===== src/rtl/acd_clock_chain_defines.vh =====
/*
  Constants of the converter clock chain: register indices, field positions, reset values and data-rate counter end values.
  Assumes it is included by its bare name from the clock chain module only.
*/
`ifndef ACD_CLOCK_CHAIN_DEFINES_VH
`define ACD_CLOCK_CHAIN_DEFINES_VH

// Register indices; the byte address is four times the index.
`define ACD_IDX_SRC_CFG 6'h0D
`define ACD_IDX_RATE_CFG 6'h0E
`define ACD_IDX_CTRL 6'h20
`define ACD_IDX_STATUS 6'h21

// Register selector codes.
`define ACD_SEL_NONE 3'h0
`define ACD_SEL_SRC_CFG 3'h1
`define ACD_SEL_RATE_CFG 3'h2
`define ACD_SEL_CTRL 3'h3
`define ACD_SEL_STATUS 3'h4

// Reset values.
`define ACD_SRC_CFG_RESET 8'h08
`define ACD_RATE_CFG_RESET 8'h86
`define ACD_CTRL_RESET 8'h00

// Field positions.
`define ACD_SRC_CFG_SEL_BIT 7
`define ACD_SRC_CFG_DIV_HI 3
`define ACD_SRC_CFG_DIV_LO 1
`define ACD_RATE_CFG_DIV_HI 7
`define ACD_RATE_CFG_DIV_LO 5
`define ACD_RATE_CFG_RATIO_HI 3
`define ACD_RATE_CFG_RATIO_LO 0
`define ACD_CTRL_MASTER_BIT 0

// Bits of the stored registers that software can change.
`define ACD_SRC_CFG_WMASK 8'h8E
`define ACD_RATE_CFG_WMASK 8'hEF

// Last count of the data-rate counter for each oversampling code: the ratio minus one.
`define ACD_RATIO_LAST_0 12'hFFF
`define ACD_RATIO_LAST_1 12'h7FF
`define ACD_RATIO_LAST_2 12'h3FF
`define ACD_RATIO_LAST_3 12'h31F
`define ACD_RATIO_LAST_4 12'h2FF
`define ACD_RATIO_LAST_5 12'h1FF
`define ACD_RATIO_LAST_6 12'h18F
`define ACD_RATIO_LAST_7 12'h17F
`define ACD_RATIO_LAST_8 12'h0FF
`define ACD_RATIO_LAST_9 12'h0C7
`define ACD_RATIO_LAST_A 12'h0BF
`define ACD_RATIO_LAST_B 12'h07F
`define ACD_RATIO_LAST_C 12'h05F
`define ACD_RATIO_LAST_D 12'h03F
`define ACD_RATIO_LAST_E 12'h02F
`define ACD_RATIO_LAST_F 12'h01F

// Reserved divider code.
`define ACD_DIV_RESERVED 3'h0

// AXI responses.
`define ACD_RESP_OKAY 2'h0
`define ACD_RESP_SLVERR 2'h2

`endif


===== src/rtl/acd_clock_chain.v =====
/*
  Clock generation chain of a delta-sigma converter: source select, input divider, modulator divider,
  oversampling ratio, serial clock output in synchronous master mode, and an AXI4-Lite register slave.
  Assumes the selected input clock runs below a quarter of clk, since both clock pins are sampled.
*/
// Added by the designer: the AXI4-Lite slave port.
`timescale 1ns/100ps
`include "acd_clock_chain_defines.vh"

module acd_clock_chain (
  // Clock and reset.
  input wire clk,
  input wire rst,
  // Clock pins.
  input wire crystal_clock_pin,
  input wire serial_clock_in,
  output reg serial_clock_out,
  output reg serial_clock_oe,
  // Derived clock enables.
  output reg internal_clock_pulse,
  output reg modulator_clock_pulse,
  output reg data_rate_pulse,
  // AXI4-Lite write address and data.
  input wire [7:0] s_axi_awaddr,
  input wire s_axi_awvalid,
  output reg s_axi_awready,
  input wire [31:0] s_axi_wdata,
  input wire [3:0] s_axi_wstrb,
  input wire s_axi_wvalid,
  output reg s_axi_wready,
  // AXI4-Lite write response.
  output reg [1:0] s_axi_bresp,
  output reg s_axi_bvalid,
  input wire s_axi_bready,
  // AXI4-Lite read.
  input wire [7:0] s_axi_araddr,
  input wire s_axi_arvalid,
  output reg s_axi_arready,
  output reg [31:0] s_axi_rdata,
  output reg [1:0] s_axi_rresp,
  output reg s_axi_rvalid,
  input wire s_axi_rready
);

  // Decodes a byte address into a register selector; misaligned or unknown addresses select nothing.
  function [2:0] reg_sel;
    input [7:0] addr;
    begin
      if (addr[1:0] != 2'h0) begin
        reg_sel = `ACD_SEL_NONE;
      end else if (addr[7:2] == `ACD_IDX_SRC_CFG) begin
        reg_sel = `ACD_SEL_SRC_CFG;
      end else if (addr[7:2] == `ACD_IDX_RATE_CFG) begin
        reg_sel = `ACD_SEL_RATE_CFG;
      end else if (addr[7:2] == `ACD_IDX_CTRL) begin
        reg_sel = `ACD_SEL_CTRL;
      end else if (addr[7:2] == `ACD_IDX_STATUS) begin
        reg_sel = `ACD_SEL_STATUS;
      end else begin
        reg_sel = `ACD_SEL_NONE;
      end
    end
  endfunction

  // Maps the oversampling code to the ratio minus one, the last value of the data-rate up-counter.
  function [11:0] ratio_last;
    input [3:0] code;
    begin
      case (code)
        4'h0: ratio_last = `ACD_RATIO_LAST_0;
        4'h1: ratio_last = `ACD_RATIO_LAST_1;
        4'h2: ratio_last = `ACD_RATIO_LAST_2;
        4'h3: ratio_last = `ACD_RATIO_LAST_3;
        4'h4: ratio_last = `ACD_RATIO_LAST_4;
        4'h5: ratio_last = `ACD_RATIO_LAST_5;
        4'h6: ratio_last = `ACD_RATIO_LAST_6;
        4'h7: ratio_last = `ACD_RATIO_LAST_7;
        4'h8: ratio_last = `ACD_RATIO_LAST_8;
        4'h9: ratio_last = `ACD_RATIO_LAST_9;
        4'hA: ratio_last = `ACD_RATIO_LAST_A;
        4'hB: ratio_last = `ACD_RATIO_LAST_B;
        4'hC: ratio_last = `ACD_RATIO_LAST_C;
        4'hD: ratio_last = `ACD_RATIO_LAST_D;
        4'hE: ratio_last = `ACD_RATIO_LAST_E;
        default: ratio_last = `ACD_RATIO_LAST_F;
      endcase
    end
  endfunction

  reg [7:0] src_cfg_q;
  reg [7:0] rate_cfg_q;
  reg [7:0] ctrl_q;
  reg aw_have_q;
  reg w_have_q;
  reg [7:0] awaddr_q;
  reg [31:0] wdata_q;
  reg [3:0] wstrb_q;
  reg xtal_s1_q;
  reg xtal_s2_q;
  reg sclk_s1_q;
  reg sclk_s2_q;
  reg src_prev_q;
  reg [2:0] in_cnt_q;
  reg intclk_level_q;
  reg [3:0] mod_cnt_q;
  reg [11:0] ratio_cnt_q;
  wire [2:0] in_div;
  wire [2:0] mod_div;
  wire cfg_error;
  wire src_level;
  wire src_rise;
  wire intclk_rise;
  wire [3:0] mod_last;
  wire [2:0] wsel;
  wire [2:0] rsel;
  reg [31:0] rd_word;

  assign in_div = src_cfg_q[`ACD_SRC_CFG_DIV_HI:`ACD_SRC_CFG_DIV_LO];
  assign mod_div = rate_cfg_q[`ACD_RATE_CFG_DIV_HI:`ACD_RATE_CFG_DIV_LO];
  // Reserved divider codes are unsupported; rather than guess a ratio, the chain stops.
  assign cfg_error = (in_div == `ACD_DIV_RESERVED) || (mod_div == `ACD_DIV_RESERVED);
  assign mod_last = {mod_div, 1'b0} - 4'h1;
  assign wsel = reg_sel(awaddr_q);
  assign rsel = reg_sel(s_axi_araddr);

  // Both clock pins pass two flip-flops; only the second stage feeds the source mux.
  always @(posedge clk) begin
    if (rst) begin
      xtal_s1_q <= 1'b0;
      xtal_s2_q <= 1'b0;
      sclk_s1_q <= 1'b0;
      sclk_s2_q <= 1'b0;
    end else begin
      xtal_s1_q <= crystal_clock_pin;
      xtal_s2_q <= xtal_s1_q;
      sclk_s1_q <= serial_clock_in;
      sclk_s2_q <= sclk_s1_q;
    end
  end

  // Source mux between crystal input and serial clock pin.
  assign src_level = src_cfg_q[`ACD_SRC_CFG_SEL_BIT] ? sclk_s2_q : xtal_s2_q;
  assign src_rise = src_level && !src_prev_q;
  // The internal clock rises once every 2N input rises, so its enable is the level's rising edge.
  // The compare matches the toggle below, so a code lowered mid-count still gives its pulse.
  assign intclk_rise = src_rise && !cfg_error && (in_cnt_q >= in_div - 3'h1) && !intclk_level_q;

  // Internal clock: the level toggles every N input rises, giving a period of 2N input periods.
  always @(posedge clk) begin
    if (rst) begin
      src_prev_q <= 1'b0;
      in_cnt_q <= 3'h0;
      intclk_level_q <= 1'b0;
    end else begin
      src_prev_q <= src_level;
      if (cfg_error) begin
        in_cnt_q <= 3'h0;
      end else if (src_rise) begin
        if (in_cnt_q >= in_div - 3'h1) begin
          in_cnt_q <= 3'h0;
          intclk_level_q <= !intclk_level_q;
        end else begin
          in_cnt_q <= in_cnt_q + 3'h1;
        end
      end
    end
  end

  // Modulator and data-rate counters, both advanced only by enable pulses of the stage before.
  always @(posedge clk) begin
    if (rst) begin
      mod_cnt_q <= 4'h0;
      ratio_cnt_q <= 12'h000;
      internal_clock_pulse <= 1'b0;
      modulator_clock_pulse <= 1'b0;
      data_rate_pulse <= 1'b0;
    end else begin
      internal_clock_pulse <= intclk_rise;
      modulator_clock_pulse <= 1'b0;
      data_rate_pulse <= 1'b0;
      if (cfg_error) begin
        mod_cnt_q <= 4'h0;
        ratio_cnt_q <= 12'h000;
      end else if (intclk_rise) begin
        if (mod_cnt_q >= mod_last) begin
          mod_cnt_q <= 4'h0;
          modulator_clock_pulse <= 1'b1;
          if (ratio_cnt_q >= ratio_last(rate_cfg_q[`ACD_RATE_CFG_RATIO_HI:`ACD_RATE_CFG_RATIO_LO])) begin
            ratio_cnt_q <= 12'h000;
            data_rate_pulse <= 1'b1;
          end else begin
            ratio_cnt_q <= ratio_cnt_q + 12'h001;
          end
        end else begin
          mod_cnt_q <= mod_cnt_q + 4'h1;
        end
      end
    end
  end

  // Serial clock output; the pin is released outside master mode so the host may drive it.
  always @(posedge clk) begin
    if (rst) begin
      serial_clock_out <= 1'b0;
      serial_clock_oe <= 1'b0;
    end else begin
      serial_clock_oe <= ctrl_q[`ACD_CTRL_MASTER_BIT];
      serial_clock_out <= ctrl_q[`ACD_CTRL_MASTER_BIT] & intclk_level_q;
    end
  end

  // Write channels are taken in either order; the response follows once both are held.
  always @(posedge clk) begin
    if (rst) begin
      aw_have_q <= 1'b0;
      w_have_q <= 1'b0;
      awaddr_q <= 8'h00;
      wdata_q <= 32'h00000000;
      wstrb_q <= 4'h0;
      s_axi_awready <= 1'b0;
      s_axi_wready <= 1'b0;
      s_axi_bvalid <= 1'b0;
      s_axi_bresp <= `ACD_RESP_OKAY;
      src_cfg_q <= `ACD_SRC_CFG_RESET;
      rate_cfg_q <= `ACD_RATE_CFG_RESET;
      ctrl_q <= `ACD_CTRL_RESET;
    end else begin
      s_axi_awready <= !aw_have_q && !s_axi_awready && !s_axi_bvalid;
      s_axi_wready <= !w_have_q && !s_axi_wready && !s_axi_bvalid;
      if (s_axi_awvalid && s_axi_awready) begin
        aw_have_q <= 1'b1;
        awaddr_q <= s_axi_awaddr;
        s_axi_awready <= 1'b0;
      end
      if (s_axi_wvalid && s_axi_wready) begin
        w_have_q <= 1'b1;
        wdata_q <= s_axi_wdata;
        wstrb_q <= s_axi_wstrb;
        s_axi_wready <= 1'b0;
      end
      if (aw_have_q && w_have_q && !s_axi_bvalid) begin
        aw_have_q <= 1'b0;
        w_have_q <= 1'b0;
        s_axi_bvalid <= 1'b1;
        s_axi_bresp <= (wsel == `ACD_SEL_NONE || wsel == `ACD_SEL_STATUS) ? `ACD_RESP_SLVERR : `ACD_RESP_OKAY;
        // Reserved bits are not stored, so a host that breaks the zero convention still reads zeros.
        if (wstrb_q[0]) begin
          case (wsel)
            `ACD_SEL_SRC_CFG: src_cfg_q <= wdata_q[7:0] & `ACD_SRC_CFG_WMASK;
            `ACD_SEL_RATE_CFG: rate_cfg_q <= wdata_q[7:0] & `ACD_RATE_CFG_WMASK;
            `ACD_SEL_CTRL: ctrl_q <= {7'h00, wdata_q[`ACD_CTRL_MASTER_BIT]};
            default: ctrl_q <= ctrl_q;
          endcase
        end
      end
      if (s_axi_bvalid && s_axi_bready) begin
        s_axi_bvalid <= 1'b0;
      end
    end
  end

  // Read mux; the status word shows the halt flag, the internal clock level and the master enable.
  always @* begin
    rd_word = 32'h00000000;
    case (rsel)
      `ACD_SEL_SRC_CFG: rd_word = {24'h000000, src_cfg_q};
      `ACD_SEL_RATE_CFG: rd_word = {24'h000000, rate_cfg_q};
      `ACD_SEL_CTRL: rd_word = {24'h000000, ctrl_q};
      `ACD_SEL_STATUS: rd_word = {29'h00000000, ctrl_q[`ACD_CTRL_MASTER_BIT], intclk_level_q, cfg_error};
      default: rd_word = 32'h00000000;
    endcase
  end

  // Read channel: the address is taken, then the data stands until rready.
  always @(posedge clk) begin
    if (rst) begin
      s_axi_arready <= 1'b0;
      s_axi_rvalid <= 1'b0;
      s_axi_rdata <= 32'h00000000;
      s_axi_rresp <= `ACD_RESP_OKAY;
    end else begin
      s_axi_arready <= !s_axi_rvalid && !s_axi_arready;
      if (s_axi_arvalid && s_axi_arready) begin
        s_axi_arready <= 1'b0;
        s_axi_rvalid <= 1'b1;
        s_axi_rdata <= rd_word;
        s_axi_rresp <= (rsel == `ACD_SEL_NONE) ? `ACD_RESP_SLVERR : `ACD_RESP_OKAY;
      end else if (s_axi_rvalid && s_axi_rready) begin
        s_axi_rvalid <= 1'b0;
      end
    end
  end

endmodule


===== config.mk =====
export PLATFORM = sky130hd
export DESIGN_NAME = acd_clock_chain
export DESIGN_NICKNAME = d
export VERILOG_FILES = /design/src/rtl/acd_clock_chain.v
export VERILOG_INCLUDE_DIRS = /design/src /design/src/rtl
export SDC_FILE = /design/constraint.sdc
export NUM_CORES = 1
export LEC_CHECK = 0
export BUFFER_PORTS_ARGS = -buffer_cell sky130_fd_sc_hd__buf_4
export CAP_MARGIN = 20
export CORE_MARGIN = 2
export CORE_UTILIZATION = 57
export DETAILED_ROUTE_END_ITERATION = 6
export PLACE_DENSITY = 0.85
export SLEW_MARGIN = 20
export SYNTH_ARGS = -nofsm -noshare
export SYNTH_HDL_FRONTEND = slang
export SYNTH_SLANG_ARGS = --single-unit

===== constraint.sdc =====
create_clock -name clk -period 4.7 [get_ports clk]
set_input_delay 0 -clock clk [delete_from_list [all_inputs] [get_ports clk]]
set_output_delay 0 -clock clk [all_outputs]
set_load 0.05 [all_outputs]

---- Yosys cells after proc, flatten, opt, wreduce, memory -nomap -nowiden ----
Memory sizes are Yosys's and may differ from the RTL's. A register that Yosys moved wholly into a read port is not among the register bits.
Index checks and enable logic that the tools add are counted.
cells by class
  add/subtract/negate cells ............... 5
  multipliers ............................. 0
  div/mod/pow operators ................... 0
  magnitude comparators ................... 3
  equality and inequality tests ........... 16
  shifts and indexed selects .............. 0
  mux-type cells .......................... 27
  bitwise logic cells ..................... 4
  reductions and logical operators ........ 48
operator list
  operator               number
  $mux 12                5
  $mux 3                 11
  $pmux 8 s4             1
  $eq 6x4->1 const B     4
  $eq 6x6->1 const B     4
  $logic_and 1x1->1      16
  $add 12x1->12 const B  1
  $eq 3x2->1 const B     4
  $ge 12x12->1           1
  $logic_not 3->1        4
  $mux 4                 3
  $reduce_and 3->1       4
  $reduce_or 2->1        6
  $logic_not 1->1        10
  $eq 3x1->1 const B     2
  $eq 3x3->1 const B     2
  $reduce_bool 2->1      3
  $mux 1                 5
  $add 4x1->4 const B    1
  $ge 4x4->1             1
  $mux 2                 2
  $reduce_or 4->1        1
  $sub 4x1->4 const B    1
  $add 3x1->3 const B    1
  7 further kinds        10
storage, ports and cells
  register bits after elaboration ......... 102
  latch bits .............................. 0
  memory bits (writable) .................. 0
  memory bits (read-only) ................. 144
  input bits .............................. 61
  output and inout port bits .............. 46
  logic and storage cells ................. 134
  memories kept ........................... 1
memory list
  name             depth  bits a word  rd ports  clocked after memory_dff  write ports  RTL line              text
  (no name shown)  16     9            1         1                         0            acd_clock_chain.v:69  case (code)

---- Logic depth before layout (Yosys ltp) ----
Gate-level depths: netlist of the first run.
  depth after elaboration ................. 11
  mapped depth ............................ 10

---- Worst setup path before layout of the first run ----
No wires, ideal clock.
  kind .................................... register -> register
  from .................................... reg s_axi_bvalid
  to ...................................... reg (tool-made name)
  setup time .............................. 121 ps
  data arrival time ....................... 2306 ps
  required time ........................... 4579 ps
  slack ................................... 2273 ps
  stages on the path, launching flop included .. 11
  buffers on the path ..................... 2
  cell sequence ........................... dfxtp_1 and3b_1 buf_2 nand4_2 buf_6 nor2_1 a211o_1 ha_1 inv_1 mux2i_1 mux2_2
RTL lines
  item                    RTL line               text
  from (decl)             acd_clock_chain.v:33   output reg s_axi_bvalid,
  from (signal assigned)  acd_clock_chain.v:222  s_axi_bvalid <= 1'b0;
  from (signal assigned)  acd_clock_chain.v:244  s_axi_bvalid <= 1'b1;
  from (signal assigned)  acd_clock_chain.v:257  s_axi_bvalid <= 1'b0;

---- Final worst setup path of the first run ----
  from .................................... reg src_cfg_q[1]
  to ...................................... reg ratio_cnt_q[10]
between the ends
  cells in the longest elaborated chain, start to end .. 7
  elaborated cells between the ends (all ways) .. 10
ends and longest elaborated chain
  item                                                                 RTL line               text
  from (decl)                                                          acd_clock_chain.v:90   reg [7:0] src_cfg_q;
  from (signal assigned)                                               acd_clock_chain.v:224  src_cfg_q <= `ACD_SRC_CFG_RESET;
  from (signal assigned)                                               acd_clock_chain.v:249  `ACD_SEL_SRC_CFG: src_cfg_q <= wdata_q[7:0] & `ACD_SRC_CFG_WMASK;
  parallel branches: the longest is 7 deep, another holds $sub 3x1->3  -
  to (signal assigned)                                                 acd_clock_chain.v:192  ratio_cnt_q <= ratio_cnt_q + 12'h001;
  to (decl)                                                            acd_clock_chain.v:106  reg [11:0] ratio_cnt_q;
Parallel ways; which one is timed is not known.
A chain may end at the register's enable or synchronous reset.

==> results, run 1 <==
- The run finished with clean final reports.
- Of all nets on the critical path, the largest fanout is 15.
- The slew at the pin closest to its max-slew limit is 0.779 ns.
- The area of all sequential standard cells is 1660 µm².
- The die is 88.3 µm wide.
- The number of buffers inserted by post-CTS setup repair is 0.
- Dividing the detail-routed wire length by the instance count gives 14.7 µm.
- The count of final max-slew check failures is 0.
- The per-cell via count in the routed design is 5.53.
- At the worst endpoint, the required time is 4.96 ns.
- The number of antenna violations at the first check in global routing was 0.
- After clock tree synthesis, the repair step resized 0 gates.
- After clock tree synthesis, the flow added hold-fix buffers numbering 38.
- For this configuration, the core starts out at a cell density of 59.2%.
- The critical path goes through inv_1 -> ha_1 -> ha_1 -> ha_1 -> nand2_1 -> o21ai_2 -> nand3_2 -> o31ai_1 -> buf_4 -> o21ba_2.
- The first-pass GRT wire length is 15.3 mm.
- A synthesized cell averages 8.97 µm².
- The Yosys step of the flow raised 0 warnings.
- The area share of xor/xnor cells in the synthesized design is 2.38%.
- The largest family of logic cells by synthesized area is simple AND/OR/NAND/NOR gates.
- The library cell with the highest instance count after synthesis is sky130_fd_sc_hd__dfxtp_1.
- The CTS buffer count is 9.
- The layout-stage area growth over the synthesis result is 23.0%.
- For the final routed database, the setup TNS stands at 0 ns.
- Detailed placement finished with a half-perimeter wire length of 5.83 mm.
- By instance count, the cell type seen most on the critical path is sky130_fd_sc_hd__ha_1.
- The cell type of the slowest stage on the worst timing path is sky130_fd_sc_hd__dfxtp_1.
- The total number of vias is 3524.
- The static leakage power is 2.14 nW.
- The CTS H-tree depth is 3.
- The worst path meets setup with 1.81 ns of slack.
- The tightest min-delay check is of the input port to register type.
- The type of destination of the critical path is a register.
- For this run, the slowest stage of the critical path takes 0.37 ns.
- The number of DRC violations after detailed-routing iteration 0 is 220.
- Counting instances in the post-synthesis netlist gives the leading cell types as sky130_fd_sc_hd__dfxtp_1, sky130_fd_sc_hd__a21oi_1, sky130_fd_sc_hd__nand2_1.
- The routed design could run at a clock period as short as 2.89 ns.
- TritonCTS built the clock tree.
- The synthesized netlist devotes 21.2% of its cell area to simple gates.
- Measured along the y axis, the die boundary spans 88.3 µm.
- In this run the tightest slew margin relative to its limit is 47.4%.
- The core outline area is 6830 µm².
- The clock reaches the later pin of the worst-skew pair after 0.36 ns.
- Counting every sink on the clock net gives 83.
- Clock-pin slew was measured on the worst setup and hold paths at 0.10 ns.
- Clock skew on the completed layout was measured at 0.0150 ns.
- For this run, design rule violations remaining after detail routing come to 0.
- The number of enable-type register cells in the synthesized netlist is 0.
- The final count of hold timing violations is 0.
- For this run the aggregate overflow at the end of global routing stands at 0.
- The detailed-routing iteration count for the pre-antenna-repair pass is 6.
- The multi-input combinational cells in the finished layout cover a total of 2120 µm².
- The cell sitting at the root of the clock tree is a sky130_fd_sc_hd__clkbuf_8.
- The wire length reported by the detailed router is 9.36 mm.
- The routability-driven placement congestion ratio is 0.801.
- The share of synthesized area occupied by flip-flops and latches is 41.1%.
- The critical path arrival is 3.15 ns.
- Entering global routing, the biggest net connects 59 pins.
- Prior to clock tree synthesis, the placed netlist has a worst setup slack of 1.87 ns.
- The flip-flop and latch count after synthesis is 83.
- Of the available clock period, the critical path in the final layout requires 61.4%.
- The startpoint kind of the worst setup timing path is a register.
- The fraction of final layout cells with drive strength greater than 1 is 15.5%.
- The antenna diode count is 0.
- The worst setup path is of the register to register kind.
- Multiplexer cells account for 5.56% of the synthesized area.
- Max-cap violations in this run came to 0.
- The floorplan has 30 rows.
- The number of routed nets with antenna violations is 0.
- The area of the mapped netlist is 4050 µm².
- The number of nets in the final layout is 624.
- The fraction of post-synthesis cell area in the top cell type by area is 41.1%.
- The via count of the first global-routing pass is 3449.
- The maximum clock insertion buffer count is 2.
- In the synthesized netlist, the number of instances is 451.
- The synthesized netlist devotes 12.4% of its cell area to compound gates.
- In this run, distinct cell masters in the synthesized netlist total 61.
- Global routing consumed, over all layers together, 25.2% of the routing resources.
- The flip-flop cell with the highest count after synthesis is sky130_fd_sc_hd__dfxtp_1.
- The cell accounting for the most synthesized area is sky130_fd_sc_hd__dfxtp_1.
- Setup violations remaining at the end of the flow were counted as 0.
- By area the synthesized netlist is led by sky130_fd_sc_hd__dfxtp_1, sky130_fd_sc_hd__ha_1, sky130_fd_sc_hd__a21oi_1, sky130_fd_sc_hd__buf_4, sky130_fd_sc_hd__mux2i_1.
- The area share of fa/ha/maj cells after synthesis is 8.35%.
- The share of synthesized flip-flops with an asynchronous set or reset is 0%.
- Setup repair after global routing left no endpoint under its margin.
- The power per cell area is 290 nW/µm².
- Across the VDD grid, the largest voltage drop is 177 µV.
- During placement, the flow inserted port buffers numbering 51.
- 107 I/O pins were placed.
- The die covers 7790 µm².
- Counting the fill cells in the layout gives 468.
- Static timing analysis puts the maximum clock frequency at 0.346 GHz.
-- per-layer routing --
layer / up-vias / track usage [%] / part of all wire [%]
met5: - / 0 / 0
met3: 26 / 4.38 / 5.0
met1: 1674 / 27.5 / 40
met4: 0 / 12.1 / 3.3
met2: 126 / 46.8 / 52
li1: 1698 / - / -
-- area by class of cell --
cell class	count	share of cell area [%]
timing repair buffer	90	15.5
clock buffer	10	2.77
inverter	25	1.89
sequential	83	33.4
tap	96	2.41
clock inverter	6	1.46
multi-input combinational	327	42.6
-- final timing paths --
path,cells after the start,slack [ns],start,endpoint
worst max-delay path,10,1.81,src_cfg_q[1],ratio_cnt_q[10]
worst min-delay path,3,0.01,s_axi_awvalid,aw_have_q
worst max register to register,10,1.81,src_cfg_q[1],ratio_cnt_q[10]
worst min register to register,1,0.44,sclk_s1_q,sclk_s2_q
-- kinds of logic (layout without fill, tap and decap cells) --
| family | count (synthesis) | in the layout |
|---|---|---|
| buf+inv | 67 | 131 |
| mux | 21 | 21 |
| other cells | 1 | 27 |
| simple gates | 160 | 160 |
| compound gates | 81 | 81 |
| xor+xnor | 11 | 11 |
| flops | 83 | 83 |
| fa+ha+maj | 27 | 27 |
-- critical path, delay by kind of cell, from the launching register on --
kind            cells  cell delay (ns)
simple gates        2             0.43
flops               1             0.37
compound gates      3             0.88
fa+ha+maj           3             0.78
buf+inv             2             0.31
-- cells in the final DEF, fill, tap and decap left out, drive strengths merged, types with 19 or more instances in the layout --
master	n
dlygate4sd3	38
ha	27
a21oi	42
dfxtp	83
nor2	38
nand3	19
conb	27
nand2	40
inv	27
mux2i	19
buf	52
-- power by group --
part	internal [mW]	switching, mW	leakage, nW
Combinational	0.0591	0.110	1.36
Sequential	0.717	0.0167	0.673
Clock	0.267	0.275	0.109
Total	1.04	0.402	2.14
-- per-stage QoR --
stage | util [%] | std cells | hold WS (ns) | instance area, µm² | power (mW)
after floorplan | - | 477 | 0.128 | 4150 | 0.868
after global placement | 64.2 | 583 | 0.216 | 4390 | 0.885
after detailed placement | 64.2 | 583 | 0.217 | 4390 | 0.890
after CTS | 72.9 | 637 | 0.0159 | 4980 | 1.44
after global routing | 72.9 | 637 | 0.0296 | 4980 | 1.49
final | 72.9 | 637 | 0.0138 | 4980 | 1.44
(Power assumes the default switching activity.)
==> inputs of run 2 (changes only) <==
CORE_UTILIZATION = 48   (was 57)
PLACE_DENSITY = 0.77   (was 0.85)
clock period = 2.4 ns   (was 4.7 ns; I/O delays follow)
==> results, run 2 (synthesis gave the netlist of run 1 again) <==
- The final clock period utilization by the worst path is 99.4% (+38 points).
- The antenna diode count was 0 (unchanged).
- The total routing resource utilization after global routing came to 21.3% (-3.9 points).
- The tightest slew margin relative to the limit is 45.2% (-2.2 points).
- The number of antenna violations at the first check in global routing came to 0 (unchanged).
- The overall die height is 95.8 µm (+8.6%).
- The worst setup path is launched from a register.
- The largest net degree at the start of global routing came to 59 (unchanged).
- The CTS H-tree depth is 3 (unchanged).
- The maximum clock skew at final layout is 0.0188 ns (+0.00382 ns).
- The number of nets in the final layout is 643 (+3.0%).
- The die area is 9180 µm² (+18%).
- The clock slew seen by the registers of the worst setup and hold paths is 0.09 ns (about the same).
- The CTS buffer count came to 9 (unchanged).
- The port buffer count was 51 (unchanged).
- The highest achievable clock rate is 0.419 GHz (+21%).
- The number of clock sinks was 83 (unchanged).
- The worst slack on hold paths is 0.0139 ns (+0.000173 ns).
- The per-cell via count in the routed design is 5.23 (-5.4%).
- The cell row count is 33 (+10%).
- On the critical path the largest part of the delay comes from simple AND/OR/NAND/NOR gates.
- The slew at the pin closest to its max-slew limit came to 0.811 ns (+0.0327 ns).
- The peak per-stage delay on the critical path came to 0.46 ns (+0.09 ns).
- The core outline area is 8180 µm² (+20%).
- The critical path is of the register to register type.
- TritonCTS built the clock tree.
- The cell type of the slowest stage on the worst timing path is sky130_fd_sc_hd__or3_4.
- The count of final max-slew check failures was 0 (unchanged).
- Relative to the synthesized area, the layout overhead comes to 29.1%.
- The total number of vias is 3481 (-1.2%).
- The critical path arrival is 2.68 ns (-0.47 ns).
- The summed negative setup slack over all endpoints is 0 ns (unchanged).
- The number of top-level pins is 107 (unchanged).
- The total congestion overflow after global routing is 0 (unchanged).
- The internal reg-to-reg setup slack was 0.02 ns (-1.80 ns).
- The total power is 2.67 mW (+85%).
- The power per cell area is 511 nW/µm² (+76%).
- The max-cap violation count is 0 (unchanged).
- The run finished with clean final reports.
- The routability-driven placement congestion ratio is 0.809 (+1.0%).
- The via count of the first global-routing pass was 3345 (-3.0%).
- The utilization after layout is 63.9% (-8.9 points).
- The fraction of final layout cells with drive strength greater than 1 came to 21.8% (+6.3 points).
- The wire length reported by the detailed router is 9.39 mm (+0.42%).
- The number of routed nets with antenna violations was 0 (unchanged).
- The worst-case setup slack after placement is -0.00812 ns (-1.88 ns).
- The post-route minimum period is 2.38 ns (-0.502 ns).
- The number of buffer and inverter stages on the critical path is 2 (unchanged).
- The static leakage power is 2.23 nW (+4.2%).
- The initial core utilization is 49.5% (-9.7 points).
- The root cell of the clock tree is sky130_fd_sc_hd__clkbuf_8.
- The estimated wirelength of the detail-placed design is 5.77 mm (-1.0%).
- The library cell used most frequently in the layout, excluding fill and tap cells, is sky130_fd_sc_hd__dfxtp_1.
- The final count of hold timing violations came to 0 (unchanged).
- The type of destination of the critical path is a register.
- The first-pass GRT wire length was 15.1 mm (-1.1%).
- The number of remaining DRC errors is 0 (unchanged).
- The insertion delay to the later sink of the worst-skew pair is 0.36 ns (about the same).
- The data required time at the worst endpoint is 2.70 ns (-2.26 ns).
- The number of endpoints failing setup at the final stage is 0 (unchanged).
- The maximum clock insertion buffer count is 2 (unchanged).
- The top cell types in the final layout, fill and taps aside, are sky130_fd_sc_hd__dfxtp_1, sky130_fd_sc_hd__buf_4, sky130_fd_sc_hd__nand2_1.
- Setup repair after global routing could not meet its margin everywhere.
- The maximum net fanout on the critical path came to 5 (-10).
- The signal on the critical path passes through inv_2 -> ha_4 -> xnor2_2 -> ha_1 -> nand3b_1 -> o22ai_4 -> buf_6 -> nand4_1 -> or3_4 -> a21oi_2.
- The number of DRC violations after detailed-routing iteration 0 is 141 (-36%).
- The detailed-routing iteration count for the pre-antenna-repair pass is 4 (-2).
- The worst-case setup margin in the final layout is 0.0152 ns (-1.80 ns).
- The worst ir drop on vdd was 328 µV (+85%).
- The class of the tightest hold or removal check is input port to register.
- The die width was 95.8 µm (+8.6%).
- The average detailed-routed wire length per instance was 14.1 µm (-3.8%).
-- run 2: cell types whose count changed in the layout (fill, tap and decap cells not counted), moves of 4 or more --
cell	change
sky130_fd_sc_hd__buf_4	+16
sky130_fd_sc_hd__a21oi_1	-5
sky130_fd_sc_hd__a21oi_2	+5
sky130_fd_sc_hd__dfxtp_1	-5
sky130_fd_sc_hd__dfxtp_2	+5
sky130_fd_sc_hd__ha_1	-4
-- run 2: layout make-up --
cell class                      count  area, µm²
Fill cell                         629       2950
Clock buffer                       12        145
Clock inverter                      4       26.3
Sequential cell                    83       1670
Inverter                           25       93.8
Multi-Input combinational cell    327       2240
Tap cell                          105        131
Timing Repair Buffer              109        918
-- run 2: final timing paths --
path	start	endpoint	cells after the start
max reg2reg	rate_cfg_q[6]	ratio_cnt_q[9]	10
min	s_axi_wvalid	w_have_q	3
min reg2reg	w_have_q	s_axi_wready	1
max	rate_cfg_q[6]	ratio_cnt_q[9]	10
-- run 2: layer usage --
metal | vias up | wire length (µm) | GRT usage [%]
met3 | 11 | 388 | 3.92
met2 | 95 | 4950 | 38.7
met1 | 1637 | 3960 | 24.3
met4 | 0 | 97 | 9.05
li1 | 1738 | - | -
met5 | - | 0 | 0
-- run 2: stage by stage --
stage	cells	area (µm²)
2_1_floorplan	477	4150
3_3_place_gp	605	4500
3_5_place_dp	605	4500
4_1_cts	661	5130
5_1_grt	665	5230
6_report	665	5230
-- run 2: worst reg2reg max path, stage by stage (launching register included) --
cell and delay [ns]:
sky130_fd_sc_hd__dfxtp_2 0.34, sky130_fd_sc_hd__inv_2 0.05, sky130_fd_sc_hd__ha_4 0.16, sky130_fd_sc_hd__xnor2_2 0.12, sky130_fd_sc_hd__ha_1 0.31, sky130_fd_sc_hd__nand3b_1 0.15, sky130_fd_sc_hd__o22ai_4 0.27, sky130_fd_sc_hd__buf_6 0.14
sky130_fd_sc_hd__nand4_1 0.22, sky130_fd_sc_hd__or3_4 0.46, sky130_fd_sc_hd__a21oi_2 0.11
-- run 2: report_power, final --
| part | internal [mW] | switching, mW |
|---|---|---|
| combinational | 0.118 | 0.215 |
| sequential | 1.40 | 0.0308 |
| clock | 0.403 | 0.498 |
-- run 2: repair_timing --
item,in CTS,in global routing
setup endpoints to repair,5,9
hold endpoints to repair,24,0
setup buffers,2,3
hold buffers,38,0
pin swaps,2,13
resized for setup,12,21
cloned,0,1
==> inputs of run 3 (changes only) <==
--- a/config.mk
+++ b/config.mk
@@ -8,2 +8,3 @@
 export LEC_CHECK = 0
+export ABC_AREA = 1
 export BUFFER_PORTS_ARGS = -buffer_cell sky130_fd_sc_hd__buf_4
@@ -13,3 +14,3 @@
 export DETAILED_ROUTE_END_ITERATION = 6
-export PLACE_DENSITY = 0.77
+export PLACE_DENSITY = 0.76
 export SLEW_MARGIN = 20
==> constraint.sdc (replaced) <==
create_clock -name clk -period 2.4 [get_ports clk]
set_input_delay 0.12 -clock clk [delete_from_list [all_inputs] [get_ports clk]]
set_output_delay 0.12 -clock clk [all_outputs]
set_load 0.05 [all_outputs]
==> results, run 3 <==
- The run finished with clean final reports.
- TritonCTS built the clock tree.
- The maximum clock insertion buffer count was 2 (unchanged).
- The number of enable-type register cells in the synthesized netlist is 0 (unchanged).
- The worst ir drop on vdd is 384 µV (+17%).
- The number of clock sinks was 83 (unchanged).
- The internal reg-to-reg setup slack is 0.19 ns (+0.17 ns).
- The area occupied by multi-input gates is 2170 µm² (-3.2%).
- The commonest non-fill, non-tap cell in the layout is sky130_fd_sc_hd__nand2_1.
- The startpoint kind of the worst setup timing path is a register.
- The logic depth of the worst register-to-register path is 14 (+4).
- The flip-flop cell with the highest count after synthesis is sky130_fd_sc_hd__dfxtp_1.
- sky130_fd_sc_hd__nand2_1 is the most common cell in the netlist.
- The overall die height is 97.7 µm (+2.0%).
- The number of buffer and inverter stages on the critical path came to 4 (+2).
- The number of DRC violations after detailed-routing iteration 0 is 135 (-4.3%).
- The source of the worst register-to-register timing path is src_cfg_q[1].
- The highest achievable clock rate is 0.452 GHz (+7.8%).
- In this run the most critical hold path is launched from s_axi_rready.
- The number of top-level pins is 107 (unchanged).
- The peak per-stage delay on the critical path came to 0.33 ns (-0.13 ns).
- The routability-driven placement congestion ratio was 0.989 (+22%).
- The number of antenna violations at the first check in global routing is 0 (unchanged).
- The wire length reported by the detailed router was 8.64 mm (-8.0%).
- The die area is 9550 µm² (+4.0%).
- The startpoint-to-endpoint class of the critical path is register to register.
- The core outline area was 8640 µm² (+5.6%).
- Clock tree synthesis selected as its root buffer the cell sky130_fd_sc_hd__clkbuf_8.
- The maximum net fanout on the critical path was 10 (+5).
- The data required time at the worst endpoint is 2.70 ns (about the same).
- The final clock period utilization by the worst path is 92.2% (-7.2 points).
- The die width is 97.7 µm (+2.0%).
- The cell row count is 34 (+3.0%).
- Yosys attributes the largest share of cell area to sky130_fd_sc_hd__dfxtp_1, sky130_fd_sc_hd__nand2_1, sky130_fd_sc_hd__ha_1, sky130_fd_sc_hd__nor2_1, sky130_fd_sc_hd__inv_1.
- The area of all sequential standard cells is 1660 µm² (-0.38%).
- The area of the mapped netlist is 4220 µm² (+4.1%).
- The summed negative setup slack over all endpoints was 0 ns (unchanged).
- The number of endpoints failing setup at the final stage is 0 (unchanged).
- The share of synthesized area occupied by flip-flops and latches is 39.4% (-1.6 points).
- The per-cell via count in the routed design is 4.87 (-6.9%).
- The average detailed-routed wire length per instance is 11.5 µm (-18%).
- Setup repair after global routing left no endpoint under its margin.
- The insertion delay to the later sink of the worst-skew pair is 0.35 ns (about the same).
- The max-cap violation count is 0 (unchanged).
- The worst register-to-register path ends at ratio_cnt_q[3].
- The port buffer count came to 51 (unchanged).
- The total routing resource utilization after global routing is 18.5% (-2.7 points).
- The largest net degree at the start of global routing is 26 (-56%).
- The number of remaining DRC errors came to 0 (unchanged).
- The static leakage power is 2.23 nW (-0.16%).
- The estimated wirelength of the detail-placed design is 6.66 mm (+15%).
- The worst setup path is captured at a register.
- The via count of the first global-routing pass is 3517 (+5.1%).
- From synthesis to final layout, the design area changed by 15.6%.
- The critical path arrival is 2.51 ns (-0.17 ns).
- The count of final max-slew check failures came to 0 (unchanged).
- The cell accounting for the most synthesized area is sky130_fd_sc_hd__dfxtp_1.
- The initial core utilization is 48.8% (-0.70 points).
- The worst slack on hold paths is 0.0143 ns (+0.000350 ns).
- The yosys synthesis warning count came to 0 (unchanged).
- The synthesized area per cell is 7.31 µm² (-19%).
- The total of fill cells in the finished design is 822 (+31%).
- The total congestion overflow after global routing is 0 (unchanged).
- The top cell types in the final layout, fill and taps aside, are sky130_fd_sc_hd__nand2_1, sky130_fd_sc_hd__nor2_1, sky130_fd_sc_hd__dfxtp_1.
- The detailed-routing iteration count for the pre-antenna-repair pass was 4 (unchanged).
- The fraction of final layout cells with drive strength greater than 1 was 15.4% (-6.3 points).
- The power per cell area was 541 nW/µm² (+5.9%).
- The utilization after layout was 56.4% (-7.5 points).
- The share of synthesized flip-flops with an asynchronous set or reset is 0% (unchanged).
- The path with the worst hold slack has its endpoint at s_axi_rvalid.
- The antenna diode count is 0 (unchanged).
- The fraction of post-synthesis cell area in the top cell type by area is 39.4% (-1.6 points).
- The class of the tightest hold or removal check is input port to register.
- The post-route minimum period is 2.21 ns (-0.173 ns).
- The post-synthesis instance total was 577 (+28%).
- The cell family contributing the most delay on the critical path is adder cells.
- The flip-flop and latch count after synthesis is 83 (unchanged).
- The cell type of the slowest stage on the worst timing path is sky130_fd_sc_hd__dfxtp_1.
- The CTS H-tree depth is 3 (unchanged).
- The count of cells along the worst hold path is 4 (+1).
- The number of distinct standard cells referenced by the synthesized netlist is 38 (-38%).
- Ranked by instance count, the synthesized netlist is headed by sky130_fd_sc_hd__nand2_1, sky130_fd_sc_hd__nor2_1, sky130_fd_sc_hd__dfxtp_1.
- The final count of hold timing violations is 0 (unchanged).
- The clock slew seen by the registers of the worst setup and hold paths was 0.09 ns (about the same).
- The total number of vias is 3650 (+4.9%).
- Traced cell by cell, the critical path runs through inv_1 -> ha_1 -> ha_4 -> ha_4 -> nand2_1 -> o211ai_1 -> buf_4 -> nand3_4 -> inv_4 -> nand2_8 -> buf_6 -> o21bai_1 -> nand2_1 -> nor2_2.
- The placed cell count was 729 (+20%).
- The maximum clock skew at final layout was 0.0173 ns (-0.00145 ns).
- The first-pass GRT wire length is 14.8 mm (-2.0%).
- The number of nets in the final layout came to 725 (+13%).
- The number of routed nets with antenna violations is 0 (unchanged).
- The CTS buffer count is 9 (unchanged).
- The number of non-filler instances in the completed layout is 749 (+13%).
run 3: layout make-up:
type	count	area share (%)
clock inverters	4	0.565
repair buffers	61	9.58
flip-flops and latches	83	34.1
multi-input cells	412	44.5
well taps	108	2.77
clock buffers	11	2.90
inverters	70	5.57
run 3: timing repair:
action,CTS,global route
cloned,0,0
endpoints found under the setup margin,3,11
hold buffers,2,0
setup buffers,1,2
gates resized for setup,1,7
pin swaps,1,0
endpoints found under the hold margin,2,0
run 3: cells by family (layout without fill, tap and decap cells):
group	Yosys count	in the layout	share of synthesized area (%)
buffers and inverters	108	146	12.3
other	1	27	0.0890
adders and majority gates	27	27	8.01
xor gates and xnor gates	10	10	2.08
and+or+nand+nor	266	266	27.5
AOI/OAI and AO/OA	82	82	10.5
DFF	83	83	39.4
run 3: through the flow:
| stage | cell area (µm²) | power (mW) | setup slack (ns) |
|---|---|---|---|
| floorplan | 4310 | 1.72 | 0.258 |
| global placement | 4610 | 1.77 | 0.0870 |
| detailed placement | 4610 | 1.77 | 0.00378 |
| CTS | 4810 | 2.66 | 0.0153 |
| global route | 4870 | 2.74 | 0.0374 |
| finish | 4870 | 2.64 | 0.188 |
run 3: worst reg2reg max path, delay by kind of cell (launching register included):
kind / cells / cell delay (ns)
AOI/OAI and AO/OA: 2 / 0.27
DFF: 1 / 0.33
buffers and inverters: 4 / 0.47
adders and majority gates: 3 / 0.72
and+or+nand+nor: 5 / 0.37
run 3: how the worst max path moves through the flow:
stage,start,to,depth (start not counted),slack (ns)
after floorplan,src_cfg_q[1],ratio_cnt_q[4],14,0.26
after CTS,src_cfg_q[1],ratio_cnt_q[3],14,0.02
after detailed placement,src_cfg_q[1],ratio_cnt_q[0],13,0.004
after global placement,src_cfg_q[1],ratio_cnt_q[10],13,0.09
final,src_cfg_q[1],ratio_cnt_q[3],14,0.19
after global routing,src_cfg_q[1],ratio_cnt_q[3],14,0.04
run 3: metal layers:
| layer | global-route usage (%) | vias to the layer above | part of all wire (%) |
|---|---|---|---|
| li1 | - | 1910 | - |
| met1 | 22.2 | 1664 | 46 |
| met2 | 32.9 | 66 | 49 |
| met3 | 4.46 | 10 | 3.7 |
| met4 | 5.77 | 0 | 1.1 |
| met5 | 0 | - | 0 |
run 3: where the power goes:
part | switching [mW] | leakage (nW) | internal, mW
Clock | 0.493 | 0.0774 | 0.397
Sequential | 0.0259 | 0.674 | 1.41
Combinational | 0.221 | 1.47 | 0.0861
Total | 0.741 | 2.23 | 1.90
